===== config.mk =====
export PLATFORM = sky130hd
export DESIGN_NAME = pwm_trip_zone_response
export DESIGN_NICKNAME = d
export VERILOG_FILES = /design/src/rtl/trip_pkg.sv /design/src/rtl/trip_out_stage.sv /design/src/rtl/pwm_trip_zone_response.sv
export SDC_FILE = /design/constraint.sdc
export NUM_CORES = 1
export LEC_CHECK = 0
export CAP_MARGIN = 10
export CELL_PAD_IN_SITES_DETAIL_PLACEMENT = 1
export CELL_PAD_IN_SITES_GLOBAL_PLACEMENT = 2
export CORE_UTILIZATION = 40
export CTS_CLUSTER_SIZE = 25
export DETAILED_ROUTE_END_ITERATION = 8
export DONT_BUFFER_PORTS = 1
export GPL_ROUTABILITY_DRIVEN = 0
export GPL_TIMING_DRIVEN = 0
export HOLD_SLACK_MARGIN = 0.06
export PLACE_DENSITY = 0.82
export SETUP_SLACK_MARGIN = 0.3
export SYNTH_ARGS = -nofsm -noshare
export SYNTH_HDL_FRONTEND = slang
export SYNTH_HIERARCHICAL = 1
export SYNTH_SLANG_ARGS = --single-unit

===== constraint.sdc =====
create_clock -name hclk -period 2.75 [get_ports hclk]
set_clock_uncertainty 0.15 [all_clocks]
set_input_delay 0.275 -clock hclk [delete_from_list [all_inputs] [get_ports hclk]]
set_output_delay 0.275 -clock hclk [all_outputs]
set_load 0.02 [all_outputs]

===== src/rtl/trip_pkg.sv =====
// Purpose: constants for the PWM trip response block
// Assumes: 32-bit AHB-Lite register bus, word-aligned registers
// Notes: register offsets are local choices
// Operation
// - trip sets output B by bits 3-2: 00 hi-z, 01 high, 10 low, 11 none.
// - trip sets output A by bits 1-0: 00 hi-z, 01 high, 10 low, 11 none.
// - only trip inputs enabled in source select act on the outputs.
// - interrupt enable bit 2 lets one-shot trips raise the trip interrupt.
// - interrupt enable bit 1 lets cycle trips raise the trip interrupt.
// - status bit 2 latches any enabled one-shot trip; reads 0 otherwise.
// - one-shot flag stays set until software clears it via clear register.
// - status bit 1 latches any enabled cycle-by-cycle trip event.
// - cycle flag sets again at once if cycle trip input still active.
// - cycle condition releases at counter zero once the input is gone.
// - int flag blocks pulses; clearing it with a trip set pulses again.
`default_nettype none
package trip_pkg;
  localparam logic [7:0] ADDR_ACTION = 8'h00;
  localparam logic [7:0] ADDR_INT_EN = 8'h04;
  localparam logic [7:0] ADDR_FLAGS = 8'h08;
  localparam logic [7:0] ADDR_CLEAR = 8'h0C;
  localparam logic [7:0] ADDR_SELECT = 8'h10;
  localparam int ACT_B_LSB = 2;
  localparam int ACT_A_LSB = 0;
  localparam int BIT_ONE_SHOT = 2;
  localparam int BIT_CYCLE = 1;
  localparam int BIT_INT = 0;
  localparam int SEL_SHOT_LSB = 8;
  localparam int SEL_CYCLE_LSB = 0;
  localparam int NUM_TRIP = 6;
  localparam logic [3:0] ACTION_RESET = 4'hF;
  localparam logic [2:0] INT_EN_RESET = 3'h0;
  localparam logic [15:0] SELECT_RESET = 16'h0000;
  localparam logic [1:0] ACT_HIZ = 2'h0;
  localparam logic [1:0] ACT_HIGH = 2'h1;
  localparam logic [1:0] ACT_LOW = 2'h2;
endpackage
`default_nettype wire


===== src/rtl/trip_out_stage.sv =====
// Purpose: apply one trip action to one PWM output
// Assumes: inputs from same clock
// Notes: output is registered
`timescale 1ns/1ps
`default_nettype none
module trip_out_stage (
  input wire logic hclk,
  input wire logic hresetn,
  input wire logic tripped,
  input wire logic [1:0] action,
  input wire logic pwm_in,
  output logic pin_o,
  output logic pin_oe
);
  logic o_d, oe_d, o_q, oe_q;
  always_comb begin
    o_d = pwm_in;
    oe_d = 1'b1;
    if (tripped) begin
      case (action)
        trip_pkg::ACT_HIZ: begin
          o_d = 1'b0;
          oe_d = 1'b0;
        end
        trip_pkg::ACT_HIGH: o_d = 1'b1;
        trip_pkg::ACT_LOW: o_d = 1'b0;
        default: o_d = pwm_in;
      endcase
    end
  end
  always_ff @(posedge hclk or negedge hresetn) begin
    if (!hresetn) begin
      o_q <= 1'b0;
      oe_q <= 1'b0;
    end else begin
      o_q <= o_d;
      oe_q <= oe_d;
    end
  end
  assign pin_o = o_q;
  assign pin_oe = oe_q;
endmodule // trip_out_stage
`default_nettype wire


===== src/rtl/pwm_trip_zone_response.sv =====
// Purpose: trip-zone response with AHB-Lite registers
// Assumes: trip pins active low, asynchronous to hclk
// Notes: zero-wait-state slave, always OKAY
//
// Added by the designer: the register offsets and the AHB-Lite register port.
`timescale 1ns/1ps
`default_nettype none
module pwm_trip_zone_response (
  input wire logic hclk,
  input wire logic hresetn,
  input wire logic hsel,
  input wire logic [31:0] haddr,
  input wire logic [1:0] htrans,
  input wire logic hwrite,
  input wire logic [2:0] hsize,
  input wire logic [31:0] hwdata,
  input wire logic hready,
  output logic [31:0] hrdata,
  output logic hreadyout,
  output logic hresp,
  input wire logic [5:0] trip_n,
  input wire logic timebase_zero,
  input wire logic pwm_a_in,
  input wire logic pwm_b_in,
  output logic pwm_out_a,
  output logic pwm_out_a_oe,
  output logic pwm_out_b,
  output logic pwm_out_b_oe,
  output logic trip_interrupt
);
  // =========================================
  // trip input synchronisers
  // =========================================
  logic [5:0] s1_q, s2_q, s3_q, trip_q, trip_d;
  always_comb begin
    trip_d = trip_q;
    for (int i = 0; i < trip_pkg::NUM_TRIP; i++) begin
      if (s2_q[i] == s3_q[i]) trip_d[i] = ~s3_q[i];
    end
  end
  always_ff @(posedge hclk or negedge hresetn) begin
    if (!hresetn) begin
      s1_q <= 6'h3F;
      s2_q <= 6'h3F;
      s3_q <= 6'h3F;
      trip_q <= 6'h00;
    end else begin
      s1_q <= trip_n;
      s2_q <= s1_q;
      s3_q <= s2_q;
      trip_q <= trip_d;
    end
  end

  // =========================================
  // bus slave
  // =========================================
  logic wr_d, wr_q;
  logic [7:0] addr_d, addr_q;
  logic [31:0] rdata_d, rdata_q;
  logic [3:0] action_d, action_q;
  logic [2:0] int_en_d, int_en_q;
  logic [15:0] select_d, select_q;
  logic [2:0] flags_q, flags_d;
  logic ack;

  // any synchronised trip that a source mask enables
  function automatic logic any_enabled(input logic [5:0] trips,
                                       input logic [5:0] mask);
    return |(trips & mask);
  endfunction

  // read view of the registers; unmapped and clear offsets read zero
  function automatic logic [31:0] read_word(input logic [7:0] addr,
                                            input logic [3:0] action,
                                            input logic [2:0] int_en,
                                            input logic [2:0] flags,
                                            input logic [15:0] select);
    logic [31:0] word;
    word = 32'h0000_0000;
    case (addr)
      trip_pkg::ADDR_ACTION: word = {28'h0, action};
      trip_pkg::ADDR_INT_EN: word = {29'h0, int_en};
      trip_pkg::ADDR_FLAGS: word = {29'h0, flags};
      trip_pkg::ADDR_SELECT: word = {16'h0, select};
      default: word = 32'h0000_0000;
    endcase
    return word;
  endfunction

  assign ack = hsel && hready && htrans[1];
  always_comb begin
    wr_d = ack && hwrite;
    addr_d = ack ? haddr[7:0] : 8'hFF;
    action_d = action_q;
    int_en_d = int_en_q;
    select_d = select_q;
    if (wr_q) begin
      case (addr_q)
        trip_pkg::ADDR_ACTION: action_d = hwdata[3:0];
        trip_pkg::ADDR_INT_EN: int_en_d = {hwdata[2:1], 1'b0};
        trip_pkg::ADDR_SELECT: select_d = hwdata[15:0];
        default: ;
      endcase
    end
    // a read right behind a write sees the value that write stores
    rdata_d = 32'h0000_0000;
    if (ack && !hwrite) begin
      rdata_d = read_word(haddr[7:0], action_d, int_en_d, flags_d,
                          select_d);
    end
  end
  always_ff @(posedge hclk or negedge hresetn) begin
    if (!hresetn) begin
      wr_q <= 1'b0;
      addr_q <= 8'hFF;
      rdata_q <= 32'h0000_0000;
      action_q <= trip_pkg::ACTION_RESET;
      int_en_q <= trip_pkg::INT_EN_RESET;
      select_q <= trip_pkg::SELECT_RESET;
    end else begin
      wr_q <= wr_d;
      addr_q <= addr_d;
      rdata_q <= rdata_d;
      action_q <= action_d;
      int_en_q <= int_en_d;
      select_q <= select_d;
    end
  end
  assign hrdata = rdata_q;
  assign hreadyout = 1'b1;
  assign hresp = 1'b0;

  // =========================================
  // trip latches, flags and interrupt
  // =========================================
  logic clr_wr;
  logic [2:0] clr;
  logic shot_ev, cyc_ev;
  logic [5:0] shot_mask, cyc_mask;
  logic shot_flag, cyc_lat_d, cyc_lat_q;
  logic irq_d, irq_q;
  assign clr_wr = wr_q && (addr_q == trip_pkg::ADDR_CLEAR);
  assign clr = clr_wr ? hwdata[2:0] : 3'h0;
  assign shot_mask = select_q[trip_pkg::SEL_SHOT_LSB +: 6];
  assign cyc_mask = select_q[trip_pkg::SEL_CYCLE_LSB +: 6];
  // only sources enabled in the select register count as trips
  assign shot_ev = any_enabled(trip_q, shot_mask);
  assign cyc_ev = any_enabled(trip_q, cyc_mask);
  always_comb begin
    flags_d = flags_q;
    irq_d = 1'b0;
    // one-shot latch holds until software clears; set wins over clear
    if (clr[trip_pkg::BIT_ONE_SHOT]) begin
      flags_d[trip_pkg::BIT_ONE_SHOT] = 1'b0;
    end
    if (shot_ev) begin
      flags_d[trip_pkg::BIT_ONE_SHOT] = 1'b1;
    end
    // a cycle trip still present sets its flag again over a clear
    if (clr[trip_pkg::BIT_CYCLE]) begin
      flags_d[trip_pkg::BIT_CYCLE] = 1'b0;
    end
    if (cyc_ev) begin
      flags_d[trip_pkg::BIT_CYCLE] = 1'b1;
    end
    if (clr[trip_pkg::BIT_INT]) begin
      flags_d[trip_pkg::BIT_INT] = 1'b0;
    end
    if (!flags_d[trip_pkg::BIT_INT] &&
        ((flags_d[trip_pkg::BIT_ONE_SHOT] &&
          int_en_q[trip_pkg::BIT_ONE_SHOT]) ||
         (flags_d[trip_pkg::BIT_CYCLE] &&
          int_en_q[trip_pkg::BIT_CYCLE]))) begin
      flags_d[trip_pkg::BIT_INT] = 1'b1;
      irq_d = 1'b1;
    end
  end
  // cycle condition drives outputs, released only at counter zero
  always_comb begin
    cyc_lat_d = cyc_lat_q;
    if (timebase_zero && !cyc_ev) begin
      cyc_lat_d = 1'b0;
    end
    if (cyc_ev) begin
      cyc_lat_d = 1'b1;
    end
  end
  assign shot_flag = flags_q[trip_pkg::BIT_ONE_SHOT];
  always_ff @(posedge hclk or negedge hresetn) begin
    if (!hresetn) begin
      flags_q <= 3'h0;
      cyc_lat_q <= 1'b0;
      irq_q <= 1'b0;
    end else begin
      flags_q <= flags_d;
      cyc_lat_q <= cyc_lat_d;
      irq_q <= irq_d;
    end
  end
  assign trip_interrupt = irq_q;

  // =========================================
  // output override
  // =========================================
  logic tripped;
  assign tripped = shot_flag || cyc_lat_q;
  trip_out_stage u_stage_a (
    .hclk(hclk),
    .hresetn(hresetn),
    .tripped(tripped),
    .action(action_q[trip_pkg::ACT_A_LSB +: 2]),
    .pwm_in(pwm_a_in),
    .pin_o(pwm_out_a),
    .pin_oe(pwm_out_a_oe)
  );
  trip_out_stage u_stage_b (
    .hclk(hclk),
    .hresetn(hresetn),
    .tripped(tripped),
    .action(action_q[trip_pkg::ACT_B_LSB +: 2]),
    .pwm_in(pwm_b_in),
    .pin_o(pwm_out_b),
    .pin_oe(pwm_out_b_oe)
  );
endmodule // pwm_trip_zone_response
`default_nettype wire


### Word level (Yosys, flattened, before mapping)

Cells that the tools add are included.
W data, S select, Z words.

* bits in registers: 97
* logic and storage cells: 96
* output and inout bits: 39

* bitwise gates (word level): 8
* equal/unequal tests: 16
* reduce and logical (&&, ||, !) cells: 23
* multiplexer cells: 27

Operators by type and width (count)
* $pmux W16 S4: 1
* $mux W16: 3
* $eq A8 B3 Y1 const B: 2
* $eq A8 B4 Y1 const B: 2
* $eq A8 B5 Y1 const B: 2
* $logic_not A8 Y1: 2
* $mux W1: 15
* $and A6 B6 Y6: 2
* $reduce_or A6 Y1: 2
* $logic_and A1 B1 Y1: 9
* $mux W3: 3
* $mux W4: 2
* $mux W8: 1
* $eq A1 B1 Y1: 6
* $not A1 Y1: 6
* $eq A2 B1 Y1 const B: 2
* $eq A2 B2 Y1 const B: 2
* $logic_not A2 Y1: 2
* $pmux W1 S2: 2
* $reduce_or A2 Y1: 2
* $logic_not A1 Y1: 3
* $logic_or A1 B1 Y1: 2
* $reduce_bool A2 Y1: 1

### Longest topological paths before layout

* depth in word-level cells: 11
* mapped depth: 7
* mapped depth without buffers: 5

### By module

Netlist, hierarchy kept.

Modules (own cells, without submodules)
* pwm_trip_zone_response: cells an instance 230, area an instance 3143.0 µm², times used 1
* trip_out_stage: cells an instance 7, area an instance 77.6 µm², times used 2

### Least setup slack after synthesis

OpenSTA, ideal clock, no wires.

* path kind: reg-to-reg
* start: register addr_q[5]
* end: register rdata_q[10] (netlist: hrdata[10])
* setup slack: 0.435 ns
* setup time: 0.121 ns
* period minus slack after synthesis: 2.315 ns
* arrival: 2.044 ns
* cell stages (with the launch flop): 8
* path through: dfstp_2 or4b_1 buf_2 or3_1 buf_6 buf_6 mux2_4 nor2b_4

* word-level cells in the longest chain between the ends: 5

RTL lines
* from (decl): line pwm_trip_zone_response.sv:59 `logic [7:0] addr_d, addr_q;`
* from (signal assigned): line pwm_trip_zone_response.sv:123 `addr_q <= addr_d;`
* $eq A8 B5 Y1: line pwm_trip_zone_response.sv:99 `case (addr_q)`
* $mux W16: line pwm_trip_zone_response.sv:99
* $mux W16: line pwm_trip_zone_response.sv:98 `if (wr_q) begin`
* via select_d[10]: line pwm_trip_zone_response.sv:63 `logic [15:0] select_d, select_q;`
* $pmux W16 S4: line pwm_trip_zone_response.sv:81 `case (addr)`
* $mux W16: line pwm_trip_zone_response.sv:108 `if (ack && !hwrite) begin`
* via rdata_d[10]: line pwm_trip_zone_response.sv:60 `logic [31:0] rdata_d, rdata_q;`
* to (signal assigned): line pwm_trip_zone_response.sv:124 `rdata_q <= rdata_d;`
* to (decl): line pwm_trip_zone_response.sv:60

The timed path passes the listed nets, and every way through them passes these cells.
A chain may end at the register's enable or synchronous reset.

### Final worst setup path

* start: register addr_q[5]
* end: register rdata_q[13] (netlist: hrdata[13])

Same word-level chain as after synthesis.

==> impl_metrics.env <==
export IMPL_first_pass_iters=4
export IMPL_antennaDiodeCount=0
export IMPL_syn_inst=244
export IMPL_dp_cells=362
export IMPL_placedInstanceArea_um2=3490
export IMPL_grt_first_pass_wirelength_um=11300
export IMPL_critPathMaxStageDelay_ns=0.55
export IMPL_intPower_uw=1690
export IMPL_fin_nets=390
export IMPL_status="finished, final reports clean"
export IMPL_wl_per_cell_um=16.7
export IMPL_numCtsBuffers=9
export IMPL_pwr_share_seq_pct=56.7
export IMPL_grt_usage_pct=17.6
export IMPL_drc_errors=0
export IMPL_ys_seq_elements=81
export IMPL_postRouteAntennaNets=0
export IMPL_cap_violations=0
export IMPL_cts_tree="built"
export IMPL_dieArea_um2=8610
export IMPL_crit_chain="or4b_4 > buf_8 > or3_4 > buf_6 > buf_12 > mux2_4 > nor2b_4"
export IMPL_ys_seq_area_share_pct=62.6
export IMPL_totalWireLength_um=6910
export IMPL_fillerInstances=859
export IMPL_power_switching_uw=553
export IMPL_drive_above_1_share_pct=37.2
export IMPL_muxShareOfSynthArea_pct=8.84
export IMPL_worstSetupStartpointType="register"
export IMPL_core_area_um2=7850
export IMPL_grt_pass1_vias=2234
export IMPL_yosys_area_share_adder_pct=0
export IMPL_worst_path_buf_inv=3
export IMPL_syn_to_final_growth_pct=24.6
export IMPL_rows=32
export IMPL_maxSlewHeadroom_pct=58.3
export IMPL_fp_dieW_um=92.8
export IMPL_p_leak_uw=0.00189
export IMPL_ir_drop_uv=237
export IMPL_synthesis_area_um2=3300
export IMPL_cts_root_buf="clkbuf_8"
export IMPL_power_frac_clock_pct=35.5
export IMPL_clock_latency_ns=0.35
export IMPL_grt_max_degree=82
export IMPL_dieHeight_um=92.8
export IMPL_tightest_slew_ns=0.621
export IMPL_required_ns=2.84
export IMPL_start_util_pct=42.0
export IMPL_yosysMostFrequentCell="dfrtp_1"
export IMPL_arrival_ns=2.54
export IMPL_syn_area_per_cell_um2=13.5
export IMPL_cts_setup_buffers=0
export IMPL_htreeDepth=3
export IMPL_ys_top_cells_by_area="dfrtp_1 (39%), dfstp_2 (24%), mux2_4 (5.5%)"
export IMPL_min_path_type="in -> reg"
export IMPL_yosys_warnings=6
export IMPL_synth_compound_area_share_pct=6.18
export IMPL_worst_setup_path_type="reg -> reg"
export IMPL_io_pins=122
export IMPL_critPathCaptureType="register"
export IMPL_worstPathMaxFanout=10
export IMPL_finalPower_uw=2240
export IMPL_async_flop_share_pct=100
export IMPL_slew_viol_final=0
export IMPL_finalSetupViolations=0
export IMPL_pwr_share_comb_pct=7.7
export IMPL_ys_types=41
export IMPL_gr_total_overflow=0
export IMPL_portBuffers=0
export IMPL_synth_top_area_share_pct=38.7
export IMPL_swShare_pct=24.7
export IMPL_tns_ns=0
export IMPL_synthFlopType="dfrtp_1"
export IMPL_period_share_pct=88.9
export IMPL_synth_edff_count=0
export IMPL_via_count=1983
export IMPL_cellPowerDensity_nw_per_um2=545
export IMPL_clock_fmax_mhz=409
export IMPL_finalCriticalPeriod_ns=2.44
export IMPL_antenna_found_initial=0
export IMPL_place_hpwl_um=4550
export IMPL_drt_iter0_markers=92
export IMPL_via_per_inst=4.79
export IMPL_clkTransAtPathRegs_ns=0.08
export IMPL_synth_simple_area_share_pct=15.7
export IMPL_rsz0062_at_grt="yes"
export IMPL_finalNonFillerCells=414
export IMPL_yosys_top_cells_count="dfrtp_1 (51), dfstp_2 (30), nand2_1 (20)"
export IMPL_cts_sinks=81
export IMPL_crit_family="simple AND/OR/NAND/NOR gates"
export IMPL_clock_path_buffers=2
export IMPL_synth_xor_area_share_pct=0
export IMPL_synth_top_family_by_area="simple AND/OR/NAND/NOR gates"
export IMPL_hold_violations=0
export IMPL_yosys_area_top_type="dfrtp_1"
export IMPL_slowest_stage="or4b_4"
export IMPL_design_area_um2=4110
## power groups by stage
| stage | Combinational, uW | Clock, uW | Sequential [uW] |
|---|---|---|---|
| detailed placement | 102 | 0 | 1290 |
| CTS | 175 | 828 | 1270 |
| global route | 191 | 869 | 1280 |
| floorplan | 92.7 | 0 | 1280 |
| global placement | 98.7 | 0 | 1290 |
| finish | 173 | 796 | 1270 |
## layout make-up
type | count | area (um^2) | share of cell area, %
sequential | 81 | 2060 | 50.2
clock inverter | 6 | 41.3 | 1.00
buffer | 23 | 196 | 4.78
tap | 102 | 128 | 3.11
clock buffer | 10 | 138 | 3.35
timing repair buffer | 36 | 378 | 9.20
inverter | 9 | 33.8 | 0.822
multi-input combinational | 147 | 1130 | 27.5
## sequential cells by signal (all words and copies together), names as in the netlist, 3 cells and up
signal and flops:
int_en_q 3, hrdata 16, s3_q 6, flags_q 3, trip_q 6, select_q 16
addr_q 8, s2_q 6, action_q 4, s1_q 6
## worst register-to-register path: cells and delay by family (launching register included)
family,cells,cell delay (ns)
simple gates,3,1.04
buf+inv,3,0.46
flops,1,0.37
mux,1,0.31
## routing by layer
metal | vias to the layer above | part of all wire (%) | GRT usage (%) | routed length (um)
li1 | 921 | - | - | -
met1 | 1007 | 43 | 21.9 | 2970
met2 | 48 | 52 | 29.7 | 3560
met3 | 7 | 4.0 | 3.04 | 277
met4 | 0 | 1.4 | 8.08 | 95
met5 | - | 0 | 0 | 0
## placed cells by master (no fill, tap or decap), types with 4 or more instances in the layout
cell           netlist  routed
dfrtp_1             51      51
dlygate4sd3_1        0      35
dfstp_2             30      30
nand2_1             20      20
buf_4               18      18
conb_1               2      18
mux2_4              12      12
nor2b_4             10      10
clkbuf_8             0      10
inv_1                9       9
or2_2                9       9
mux2_2               8       8
a22oi_1              8       8
o21ai_0              8       8
nor2_1               6       6
nand2b_1             5       5
nor2b_1              5       5
nand3_1              4       4
## metrics by stage
stage	utilization (%)	hold WS (ns)	setup WS, ns
2_1_floorplan	-	-0.171	0.435
3_3_place_gp	44.4	-0.169	0.218
3_5_place_dp	44.4	-0.169	0.102
4_1_cts	52.0	0.0614	0.304
5_1_grt	52.4	0.0877	0.264
6_report	52.4	0.0694	0.306
## final timing paths
kind                                 from    endpoint  slack (ns)  cells after the start
worst min register to register    s1_q[5]     s2_q[5]        0.21                      0
max in group asynchronous         hresetn   addr_q[0]        1.77                      2
min in group asynchronous         hresetn  hrdata[12]        0.32                      2
worst max-delay path            addr_q[5]  hrdata[13]        0.31                      7
worst min-delay path             haddr[1]   hrdata[0]        0.07                      3
worst max register to register  addr_q[5]  hrdata[13]        0.31                      7
## logic make-up after synthesis
family	after synthesis
AOI/OAI and AO/OA	30
buffers and inverters	32
other	2
DFF	81
muxes	22
and+or+nand+nor	77
## repair_timing
action,CTS,global route
pin swaps,2,0
hold buffers,36,0
resized for setup,7,6
endpoints found under the hold margin,134,0
setup endpoints to repair,14,14
Note: power is estimated with default switching activity, not from simulation.
